--- src/common/trd_pkg.sv ---
// Constants and types of the timing reference divider.
// Assumes a single 50 MHz reference clock samples every pin.
//
// Functional notes
// RULE1 - One-second pulse, one rx line clock wide
// RULE2 - Timer runs from channel one after reset
// RULE3 - Lost channel N clock uses channel N+1
// RULE4 - Each channel retimes pulse to own clock
// RULE5 - Highway clock is 2.048, 4.096 or 8.192 MHz
// RULE6 - Frame sync 8 kHz, width one clock to 50%
// RULE7 - Divided tx framer clock at 32 or 8 kHz
// RULE8 - Divided rx clock 8 kHz, channel selectable
// RULE9 - Divided highway clock at 8 kHz
// RULE10 - Phase error: divided highway versus divided rx
// RULE11 - Phase error: divided tx versus divided highway
// RULE12 - Strap high DS1, strap low CEPT
// RULE13 - Reset clears all; strap picks mode after
// RULE14 - Tx clock loss after 250 us, release 250 us
// RULE15 - Timer counts nominal line rate per second
// RULE16 - Dividers are synchronous, near 50% duty
`default_nettype none

package trd_pkg;
    // ********************************
    // Pin bundle positions
    // ********************************
    localparam int NCH = 8;
    localparam int SEL_W = 3;
    localparam int SYNC_N = 34;
    localparam int RX_BASE = 0;
    localparam int LOSS_BASE = 8;
    localparam int STRAP_BASE = 16;
    localparam int TX_BIT = 24;
    localparam int HW_BIT = 25;
    localparam int FS_BIT = 26;
    localparam int GSEL_BASE = 27;
    localparam int TX32_BIT = 30;
    localparam int TXHI_BIT = 31;
    localparam int HWR_BASE = 32;
    // ********************************
    // Divider ratios
    // ********************************
    localparam int DIV_W = 11;
    localparam logic [DIV_W-1:0] DIV_DS1_8K = 11'h0c1;
    localparam logic [DIV_W-1:0] DIV_DS1_HI_8K = 11'h304;
    localparam logic [DIV_W-1:0] DIV_2M_8K = 11'h100;
    localparam logic [DIV_W-1:0] DIV_4M_8K = 11'h200;
    localparam logic [DIV_W-1:0] DIV_8M_8K = 11'h400;
    localparam logic [DIV_W-1:0] DIV_DS1_32K = 11'h030;
    localparam logic [DIV_W-1:0] DIV_2M_32K = 11'h040;
    localparam logic [DIV_W-1:0] DIV_RST = 11'h000;
    // ********************************
    // Timing
    // ********************************
    localparam int REF_PERIOD_NS = 20;
    localparam int LOSS_TIME_NS = 250000;
    localparam int LOSS_CYCLES_DFLT = LOSS_TIME_NS / REF_PERIOD_NS;
    localparam int LOSS_W = 14;
    localparam int SEC_W = 21;
    localparam int SEC_DS1_CYCLES_DFLT = 1544000;
    localparam int SEC_CEPT_CYCLES_DFLT = 2048000;
    localparam logic [1:0] STRAP_CAPT = 2'h2;
    localparam logic [1:0] STRAP_DONE = 2'h3;
    typedef enum logic [2:0] {
        TL_OK = 3'h1,
        TL_LOST = 3'h2,
        TL_REC = 3'h4
    } trd_loss_st_t;
endpackage : trd_pkg

`default_nettype wire

--- src/common/trd_edge_if.sv ---
// Carrier for a synchronised level and its rising edge.
// Assumes both ends sit on the reference clock.
`timescale 1ns/1ns
`default_nettype none

interface trd_edge_if;
    logic lvl;
    logic rise;
    modport src (output lvl, output rise);
    modport dst (input lvl, input rise);
endinterface : trd_edge_if

`default_nettype wire

--- src/hw/trd_div.sv ---
// Edge-counting clock divider, high for the first half.
// Assumes ratio of at least two, steady between edges.
`timescale 1ns/1ns
`default_nettype none

module trd_div (
    input wire logic clk_in,
    input wire logic nrst_in,
    trd_edge_if.dst src_if,
    input wire logic [trd_pkg::DIV_W-1:0] ratio_in,
    input wire logic align_in,
    output logic div_out
);
    import trd_pkg::*;

    logic [DIV_W-1:0] cnt_q;
    logic [DIV_W-1:0] cnt_d;
    logic div_d;

    always_comb begin
        cnt_d = cnt_q;
        if (align_in) begin
            cnt_d = DIV_RST;
        end else if (src_if.rise) begin
            // Odd ratios give a duty a half count off 50%
            if (cnt_q >= ratio_in - 11'h001) begin // RULE16
                cnt_d = DIV_RST;
            end else begin
                cnt_d = cnt_q + 11'h001;
            end
        end
        div_d = (cnt_d < (ratio_in >> 1)); // RULE16
    end

    always_ff @(posedge clk_in or negedge nrst_in) begin
        if (!nrst_in) begin
            cnt_q <= DIV_RST;
            div_out <= 1'b0;
        end else begin
            cnt_q <= cnt_d;
            div_out <= div_d;
        end
    end
endmodule : trd_div

`default_nettype wire

--- src/hw/trd_sync.sv ---
// Two-flop synchroniser with rising-edge detect.
// Assumes the input is slower than half the reference clock.
`timescale 1ns/1ns
`default_nettype none

module trd_sync (
    input wire logic clk_in,
    input wire logic nrst_in,
    input wire logic raw_in,
    trd_edge_if.src edge_if
);
    logic [2:0] s_q;
    logic [2:0] s_d;

    always_comb begin
        s_d = {s_q[1:0], raw_in};
    end

    always_ff @(posedge clk_in or negedge nrst_in) begin
        if (!nrst_in) begin
            s_q <= 3'h0;
        end else begin
            s_q <= s_d;
        end
    end

    // First stage feeds only the second
    assign edge_if.lvl = s_q[1];
    assign edge_if.rise = s_q[1] & ~s_q[2];
endmodule : trd_sync

`default_nettype wire

--- src/hw/trd_top.sv ---
// Timing reference divider: second timer, dividers,
// phase detectors, tx clock loss and line-standard straps.
// Assumes every pin is asynchronous to REF_CLK_IN and all
// incoming clocks run below a third of its rate.
`timescale 1ns/1ns
`default_nettype none

module trd_top #(
    parameter int LOSS_CYCLES = trd_pkg::LOSS_CYCLES_DFLT,
    parameter int SEC_DS1_CYCLES = trd_pkg::SEC_DS1_CYCLES_DFLT,
    parameter int SEC_CEPT_CYCLES = trd_pkg::SEC_CEPT_CYCLES_DFLT
) (
    input wire logic REF_CLK_IN,
    input wire logic NRST_IN,
    input wire logic [trd_pkg::NCH-1:0] RX_LINE_CLOCK_IN,
    input wire logic [trd_pkg::NCH-1:0] RX_LINE_CLOCK_LOSS_IN,
    input wire logic [trd_pkg::NCH-1:0] LINE_STANDARD_STRAP_IN,
    input wire logic TX_FRAMER_CLOCK_IN,
    input wire logic HIGHWAY_CLOCK_IN,
    input wire logic HIGHWAY_FRAME_SYNC_IN,
    input wire logic [trd_pkg::SEL_W-1:0] GLOBAL_CLOCK_SELECT_CONTROL_IN,
    input wire logic TX_DIV_32K_IN,
    input wire logic TX_CLOCK_HIGH_IN,
    input wire logic [1:0] HIGHWAY_RATE_IN,
    output logic SECOND_PULSE_OUT,
    output logic [trd_pkg::NCH-1:0] CHANNEL_SECOND_OUT,
    output logic [trd_pkg::NCH-1:0] CHANNEL_DS1_MODE_OUT,
    output logic TX_CLOCK_DIVIDED_OUT,
    output logic RX_CLOCK_DIVIDED_OUT,
    output logic HIGHWAY_CLOCK_DIVIDED_OUT,
    output logic HIGHWAY_PHASE_ERROR_OUT,
    output logic TX_CLOCK_PHASE_ERROR_OUT,
    output logic TX_FRAMER_CLOCK_LOSS_OUT
);
    import trd_pkg::*;

    localparam logic [LOSS_W-1:0] LOSS_LAST = LOSS_W'(LOSS_CYCLES - 1);
    localparam logic [SEC_W-1:0] SEC_DS1_LAST = SEC_W'(SEC_DS1_CYCLES - 1);
    localparam logic [SEC_W-1:0] SEC_CEPT_LAST = SEC_W'(SEC_CEPT_CYCLES - 1);

    // ********************************
    // Pin synchronisers
    // ********************************
    logic [SYNC_N-1:0] raw;
    logic [SYNC_N-1:0] lvl;
    logic [SYNC_N-1:0] rise;

    assign raw = {HIGHWAY_RATE_IN, TX_CLOCK_HIGH_IN, TX_DIV_32K_IN,
        GLOBAL_CLOCK_SELECT_CONTROL_IN, HIGHWAY_FRAME_SYNC_IN,
        HIGHWAY_CLOCK_IN, TX_FRAMER_CLOCK_IN, LINE_STANDARD_STRAP_IN,
        RX_LINE_CLOCK_LOSS_IN, RX_LINE_CLOCK_IN};

    trd_edge_if sync_if [SYNC_N] ();

    for (genvar i = 0; i < SYNC_N; i++) begin : g_sync
        trd_sync u_sync (
            .clk_in(REF_CLK_IN),
            .nrst_in(NRST_IN),
            .raw_in(raw[i]),
            .edge_if(sync_if[i])
        );
        assign lvl[i] = sync_if[i].lvl;
        assign rise[i] = sync_if[i].rise;
    end

    logic [NCH-1:0] rx_rise;
    logic [NCH-1:0] loss_lvl;
    logic [NCH-1:0] strap_lvl;
    logic [SEL_W-1:0] gsel;
    logic [1:0] hw_rate;
    logic tx_rise;

    assign rx_rise = rise[RX_BASE +: NCH];
    assign loss_lvl = lvl[LOSS_BASE +: NCH];
    assign strap_lvl = lvl[STRAP_BASE +: NCH];
    assign gsel = lvl[GSEL_BASE +: SEL_W];
    assign hw_rate = lvl[HWR_BASE +: 2];
    assign tx_rise = rise[TX_BIT];

    // ********************************
    // Line-standard straps
    // ********************************
    // Strap is caught once the synchroniser has settled
    logic [1:0] st_q;
    logic [1:0] st_d;
    logic [NCH-1:0] ds1_d;

    always_comb begin
        st_d = st_q;
        ds1_d = CHANNEL_DS1_MODE_OUT;
        if (st_q != STRAP_DONE) begin
            st_d = st_q + 2'h1;
        end
        if (st_q == STRAP_CAPT) begin
            ds1_d = strap_lvl; // RULE12 RULE13
        end
    end

    always_ff @(posedge REF_CLK_IN or negedge NRST_IN) begin
        if (!NRST_IN) begin
            st_q <= 2'h0; // RULE13
            CHANNEL_DS1_MODE_OUT <= 8'h00;
        end else begin
            st_q <= st_d;
            CHANNEL_DS1_MODE_OUT <= ds1_d;
        end
    end

    // ********************************
    // One-second timer
    // ********************************
    logic [SEL_W-1:0] sel_idx;
    logic sel_found;
    logic sel_rise;
    logic [SEC_W-1:0] sec_last;
    logic [SEC_W-1:0] sec_cnt_q;
    logic [SEC_W-1:0] sec_cnt_d;
    logic sec_d;
    logic [NCH-1:0] ch_sec_d;

    // First channel whose clock is present; all lost keeps one
    always_comb begin
        sel_idx = 3'h0; // RULE2
        sel_found = 1'b0;
        for (int i = 0; i < NCH; i++) begin
            if (!sel_found && !loss_lvl[i]) begin
                sel_idx = SEL_W'(i); // RULE3
                sel_found = 1'b1;
            end
        end
    end

    assign sel_rise = rx_rise[sel_idx];
    assign sec_last = CHANNEL_DS1_MODE_OUT[sel_idx] ? SEC_DS1_LAST : SEC_CEPT_LAST;

    // Count survives a source switch so the second is not restarted
    always_comb begin
        sec_cnt_d = sec_cnt_q;
        sec_d = SECOND_PULSE_OUT;
        if (sel_rise) begin
            if (sec_cnt_q >= sec_last) begin
                sec_cnt_d = 21'h000000; // RULE15
                sec_d = 1'b1; // RULE1
            end else begin
                sec_cnt_d = sec_cnt_q + 21'h000001;
                sec_d = 1'b0; // RULE1
            end
        end
        for (int i = 0; i < NCH; i++) begin
            ch_sec_d[i] = rx_rise[i] ? SECOND_PULSE_OUT : CHANNEL_SECOND_OUT[i]; // RULE4
        end
    end

    always_ff @(posedge REF_CLK_IN or negedge NRST_IN) begin
        if (!NRST_IN) begin
            sec_cnt_q <= 21'h000000;
            SECOND_PULSE_OUT <= 1'b0;
            CHANNEL_SECOND_OUT <= 8'h00;
        end else begin
            sec_cnt_q <= sec_cnt_d;
            SECOND_PULSE_OUT <= sec_d;
            CHANNEL_SECOND_OUT <= ch_sec_d;
        end
    end

    // ********************************
    // Divided clocks
    // ********************************
    logic [DIV_W-1:0] tx_ratio;
    logic [DIV_W-1:0] rx_ratio;
    logic [DIV_W-1:0] hw_ratio;
    trd_edge_if rx_sel_if ();

    assign rx_sel_if.lvl = lvl[RX_BASE + gsel];
    assign rx_sel_if.rise = rx_rise[gsel]; // RULE8

    // DS1 low rate at 32 kHz is not a whole ratio; 48 is nearest
    always_comb begin
        case ({lvl[TX32_BIT], lvl[TXHI_BIT], CHANNEL_DS1_MODE_OUT[0]})
            3'h0: tx_ratio = DIV_2M_8K;
            3'h1: tx_ratio = DIV_DS1_8K;
            3'h2: tx_ratio = DIV_8M_8K;
            3'h3: tx_ratio = DIV_DS1_HI_8K;
            3'h4: tx_ratio = DIV_2M_32K;
            3'h5: tx_ratio = DIV_DS1_32K;
            3'h6: tx_ratio = DIV_2M_8K;
            default: tx_ratio = DIV_DS1_8K;
        endcase
        rx_ratio = CHANNEL_DS1_MODE_OUT[gsel] ? DIV_DS1_8K : DIV_2M_8K; // RULE8
        if (hw_rate == 2'h0) begin
            hw_ratio = DIV_2M_8K; // RULE5
        end else if (hw_rate == 2'h1) begin
            hw_ratio = DIV_4M_8K;
        end else begin
            hw_ratio = DIV_8M_8K;
        end
    end

    trd_div u_tx_div (
        .clk_in(REF_CLK_IN),
        .nrst_in(NRST_IN),
        .src_if(sync_if[TX_BIT]),
        .ratio_in(tx_ratio),
        .align_in(1'b0),
        .div_out(TX_CLOCK_DIVIDED_OUT) // RULE7
    );

    trd_div u_rx_div (
        .clk_in(REF_CLK_IN),
        .nrst_in(NRST_IN),
        .src_if(rx_sel_if),
        .ratio_in(rx_ratio),
        .align_in(1'b0),
        .div_out(RX_CLOCK_DIVIDED_OUT) // RULE8
    );

    // Frame sync edge realigns the highway divider
    trd_div u_hw_div (
        .clk_in(REF_CLK_IN),
        .nrst_in(NRST_IN),
        .src_if(sync_if[HW_BIT]),
        .ratio_in(hw_ratio),
        .align_in(rise[FS_BIT]), // RULE6
        .div_out(HIGHWAY_CLOCK_DIVIDED_OUT) // RULE9
    );

    // ********************************
    // Phase detectors
    // ********************************
    // XOR detector: duty tracks phase, filtering is off chip
    logic hpe_d;
    logic tpe_d;

    always_comb begin
        hpe_d = HIGHWAY_CLOCK_DIVIDED_OUT ^ RX_CLOCK_DIVIDED_OUT; // RULE10
        tpe_d = TX_CLOCK_DIVIDED_OUT ^ HIGHWAY_CLOCK_DIVIDED_OUT; // RULE11
    end

    always_ff @(posedge REF_CLK_IN or negedge NRST_IN) begin
        if (!NRST_IN) begin
            HIGHWAY_PHASE_ERROR_OUT <= 1'b0;
            TX_CLOCK_PHASE_ERROR_OUT <= 1'b0;
        end else begin
            HIGHWAY_PHASE_ERROR_OUT <= hpe_d;
            TX_CLOCK_PHASE_ERROR_OUT <= tpe_d;
        end
    end

    // ********************************
    // Tx framer clock loss
    // ********************************
    trd_loss_st_t tl_q;
    trd_loss_st_t tl_d;
    logic [LOSS_W-1:0] tl_cnt_q;
    logic [LOSS_W-1:0] tl_cnt_d;
    logic loss_d;

    always_comb begin
        tl_d = tl_q;
        tl_cnt_d = tl_cnt_q + 14'h0001;
        case (tl_q)
            TL_OK: begin
                if (tx_rise) begin
                    tl_cnt_d = 14'h0000;
                end else if (tl_cnt_q == LOSS_LAST) begin
                    tl_d = TL_LOST; // RULE14
                    tl_cnt_d = 14'h0000;
                end
            end
            TL_LOST: begin
                tl_cnt_d = 14'h0000;
                if (tx_rise) begin
                    tl_d = TL_REC;
                end
            end
            TL_REC: begin
                // Release is timed from the first edge only
                if (tl_cnt_q == LOSS_LAST) begin
                    tl_d = TL_OK; // RULE14
                    tl_cnt_d = 14'h0000;
                end
            end
            default: begin
                tl_d = TL_OK;
                tl_cnt_d = 14'h0000;
            end
        endcase
        loss_d = (tl_d != TL_OK);
    end

    always_ff @(posedge REF_CLK_IN or negedge NRST_IN) begin
        if (!NRST_IN) begin
            tl_q <= TL_OK;
            tl_cnt_q <= 14'h0000;
            TX_FRAMER_CLOCK_LOSS_OUT <= 1'b0;
        end else begin
            tl_q <= tl_d;
            tl_cnt_q <= tl_cnt_d;
            TX_FRAMER_CLOCK_LOSS_OUT <= loss_d;
        end
    end
endmodule : trd_top

`default_nettype wire

--- config.mk ---
export PLATFORM = sky130hd
export DESIGN_NAME = trd_top
export DESIGN_NICKNAME = d
export VERILOG_FILES = /design/src/common/trd_pkg.sv /design/src/common/trd_edge_if.sv /design/src/hw/trd_div.sv /design/src/hw/trd_sync.sv /design/src/hw/trd_top.sv
export SDC_FILE = /design/constraint.sdc
export NUM_CORES = 1
export LEC_CHECK = 0
export ABC_CLOCK_PERIOD_IN_PS = 9260
export BUFFER_PORTS_ARGS = -buffer_cell sky130_fd_sc_hd__buf_2
export CORE_MARGIN = 10
export CORE_UTILIZATION = 47
export CTS_BUF_LIST = sky130_fd_sc_hd__clkbuf_4 sky130_fd_sc_hd__clkbuf_8
export DETAILED_ROUTE_END_ITERATION = 10
export PLACE_DENSITY_LB_ADDON = 0.25
export SETUP_SLACK_MARGIN = 0.3
export SLEW_MARGIN = 10
export SYNTH_ARGS = -nofsm -noshare
export SYNTH_HDL_FRONTEND = slang
export SYNTH_HIERARCHICAL = 1
export SYNTH_SLANG_ARGS = --single-unit
--- constraint.sdc ---
create_clock -name REF_CLK_IN -period 9.26 [get_ports REF_CLK_IN]
set_input_delay 1.852 -clock REF_CLK_IN [delete_from_list [all_inputs] [get_ports REF_CLK_IN]]
set_output_delay 1.852 -clock REF_CLK_IN [all_outputs]
set_load 0.005 [all_outputs]
==> impl_summary.txt <==
----------------------------------------------------
[Outcome]
  Status ... complete, no violations

[Setup path]
  Kind of end point of the critical path ... register
  Longest individual stage delay on the worst path ... 680 ps
  Arrival time reported for the critical path endpoint ... 5240 ps
  Worst setup SP type ... register
  WS Path Type ... register to register
  CP max-delay cell ... nor3b_2
  Worst path cell trace ... nor2b_1, o221ai_1, o41ai_2, or4b_1, a41oi_1, ha_1, a211o_1, a21oi_1, o21ai_2, nor2_4, nor3b_2, buf_4, mux2_2
  Required arrival time at the worst endpoint ... 9670 ps
  Crit Path Max Fanout ... 16

[Clock tree]
  Maximum clock path buffer count ... 2
  Number of hold buffers added after CTS ... 0
  Number of buffers inserted by post-CTS setup repair ... 0
  Count of instances resized after the clock tree is built ... 0
  Worst skew pair latency ... 470 ps
  CTS H-Tree Depth ... 4
  Root Buffer Master ... clkbuf_8
  # clock sinks ... 175
  Clock edge transition at the registers on the reported setup and hold paths ... 90 ps
  CTS tree ... done
  Number of buffers inserted during clock tree synthesis ... 17

[Logic synthesis]
  Synthesis Warnings ... 6
  Post-Syn Area ... 9430 µm²
  Post-synthesis average cell area ... 10.7 µm²
  Mapped Cells ... 881

[Layout]
  Area growth from synthesis to layout ... 12.4%
  Diode count ... 0
  Multi-input gate area ... 4930 µm²
  Final net count ... 1,115
  Share of final-layout standard cells stronger than drive strength 1 ... 0.163
  Storage element area ... 4380 µm²
  Post-Layout Inst Area ... 10,600 µm²
  Fill count ... 1,779

[Timing]
  Total negative setup slack ... 0 ps
  Maximum clock rate ... 207 MHz
  Tightest Pin Transition ... 1020 ps
  Setup violators final ... 0
  Final min period ... 4830 ps
  Setup repair after global routing missed its margin ... no
  Worst slew slack as a fraction of its limit ... 0.319
  Total count of hold-check failures in the final report ... 0
  Final Max Slew Viols ... 0
  Hold_ws ... 354 ps
  Worst Clk Skew ... 19.0 ps
  Share of the clock period used by the worst path ... 0.521

[Place]
  Placement Cell Area ... 10,200 µm²
  Port buffer count ... 58
  Placed wire-length estimate after detailed placement ... 14,200 µm
  Last weighted congestion value of the routability-driven placer ... 0.887

[Detailed routing]
  Vias/cell ... 5.14
  Final wirelength ... 19,300 µm
  Number of vias in the routed layout ... 6,582
  Detail-routed net length per standard cell ... 15.0 µm
  # DRC ... 0
  Met3 Wirelength ... 681 µm
  Uppermost routed layer ... met4
  First-iteration detailed-routing DRC count ... 322
  Detailed-routed wire length on met2 ... 8920 µm
  Antenna viol nets, final ... 0
  DRT Pass-1 Iters ... 5
  Length of routed wiring on met1 ... 9380 µm

[Global routing]
  Largest net degree at the start of global routing ... 96
  Via count of the first global-routing pass ... 6,492
  Wire length of the first global-routing pass ... 32,500 µm
  Initial antenna violation count ... 0
  Remaining global-route overflow ... 0
  GRT Resource Usage Total ... 0.153

[Floorplan]
  Site Rows ... 51
  Number of top-level pins ... 59
  Effective utilization at floorplan ... 0.481
  Vertical die dimension ... 162 µm
  Area enclosed by the die boundary ... 26,100 µm²
  Area of the core ... 19,600 µm²
  Die W ... 162 µm

[Power and ir drop]
  Highest ir drop seen on vdd ... 0.000135 V
  Switching share of total power ... 0.305
  Static leakage ... 4.96 nW
  Relative contribution of combinational cells to total power ... 0.173
  Cell internal power dissipation ... 0.00120 W
  Total power consumption of the routed design ... 0.00172 W
  Sequential group share of total power ... 0.517
  Pwr/cell area ... 163 nW/µm²
  Portion of total power attributed to the clock network ... 0.310
  Switching Power ... 0.000526 W

[Job]
  Maxcap violations ... 0

[Min path]
  Type of the worst min-delay path ... register to register

----------------------------------------------------
worst max-delay path: cells and delay by family, from the launching register on:
kind	cells	cell delay, ps
compound gates	6	1820
fa+ha+maj	1	340
buf+inv	1	310
flops	1	390
mux	1	160
simple gates	4	1740
path summary, 6_finish.rpt:
kind                                                          from                                 to  slack [ps]  cells after the start
min in group asynchronous                                  NRST_IN           sec_cnt_q[1]$_DFFE_PN0P_        1450                      1
max in group asynchronous                                  NRST_IN        u_rx_div/cnt_q[3]$_DFF_PN0_        6280                      2
worst max register to register  g_sync[12].u_sync/s_q[1]$_DFF_PN0_           sec_cnt_q[0]$_DFFE_PN0P_        4430                     13
worst max-delay path            g_sync[12].u_sync/s_q[1]$_DFF_PN0_           sec_cnt_q[0]$_DFFE_PN0P_        4430                     13
worst min-delay path             g_sync[6].u_sync/s_q[0]$_DFF_PN0_  g_sync[6].u_sync/s_q[1]$_DFF_PN0_         350                      0
worst min register to register   g_sync[6].u_sync/s_q[0]$_DFF_PN0_  g_sync[6].u_sync/s_q[1]$_DFF_PN0_         350                      0
layer usage:
| metal | up-vias | global-route usage |
|---|---|---|
| li1 | 3284 | - |
| met1 | 3156 | 0.210 |
| met2 | 122 | 0.237 |
| met3 | 20 | 0.0313 |
| met4 | 0 | 0.0459 |
| met5 | - | 0 |
power groups by stage:
stage,sequential (W),combinational (W),clock (W)
2_1_floorplan,0.000891,0.000210,0
3_3_place_gp,0.000905,0.000291,0
3_5_place_dp,0.000905,0.000299,0
4_1_cts,0.000891,0.000301,0.000550
5_1_grt,0.000901,0.000342,0.000580
6_report,0.000890,0.000298,0.000534
placed cells by master, fill, tap and decap left out, types with 20 or more instances in the layout:
cell	count
a21oi_1	37
buf_2	57
conb_1	63
dfrtp_1	174
ha_1	76
inv_1	63
nand2_1	62
nand3_1	30
nor2_1	104
xnor2_1	46
xor2_1	20
sequential cells by signal (all words and copies together) (netlist names):
register / count
sec_cnt_q: 21
u_hw_div/cnt_q: 11
SECOND_PULSE_OUT: 1
g_sync.u_sync/s_q: 79
u_rx_div/cnt_q: 11
CHANNEL_SECOND_OUT: 8
u_tx_div/cnt_q: 11
u_tx_div/div_out: 1
tl_q: 3
u_rx_div/div_out: 1
HIGHWAY_PHASE_ERROR_OUT: 1
TX_FRAMER_CLOCK_LOSS_OUT: 1
u_hw_div/div_out: 1
st_q: 2
TX_CLOCK_PHASE_ERROR_OUT: 1
tl_cnt_q: 14
CHANNEL_DS1_MODE_OUT: 8
cell type report:
cell class                 count  share of cell area
clock buffer                  20              0.0254
clock inverter                12              0.0118
inverter                      63              0.0223
multi-input combinational    685               0.466
sequential                   175               0.413
tap                          265              0.0313
timing repair buffer          61              0.0301
through the flow:
| step | utilization | setup WS [ps] | std cells |
|---|---|---|---|
| after detailed placement | 0.521 | 4490 | 1249 |
| after global placement | 0.521 | 4480 | 1249 |
| after global routing | 0.541 | 4070 | 1281 |
| final | 0.541 | 4430 | 1281 |
| after CTS | 0.541 | 4460 | 1281 |
| after floorplan | - | 5070 | 943 |
Note: power is estimated with default switching activity, not from simulation.
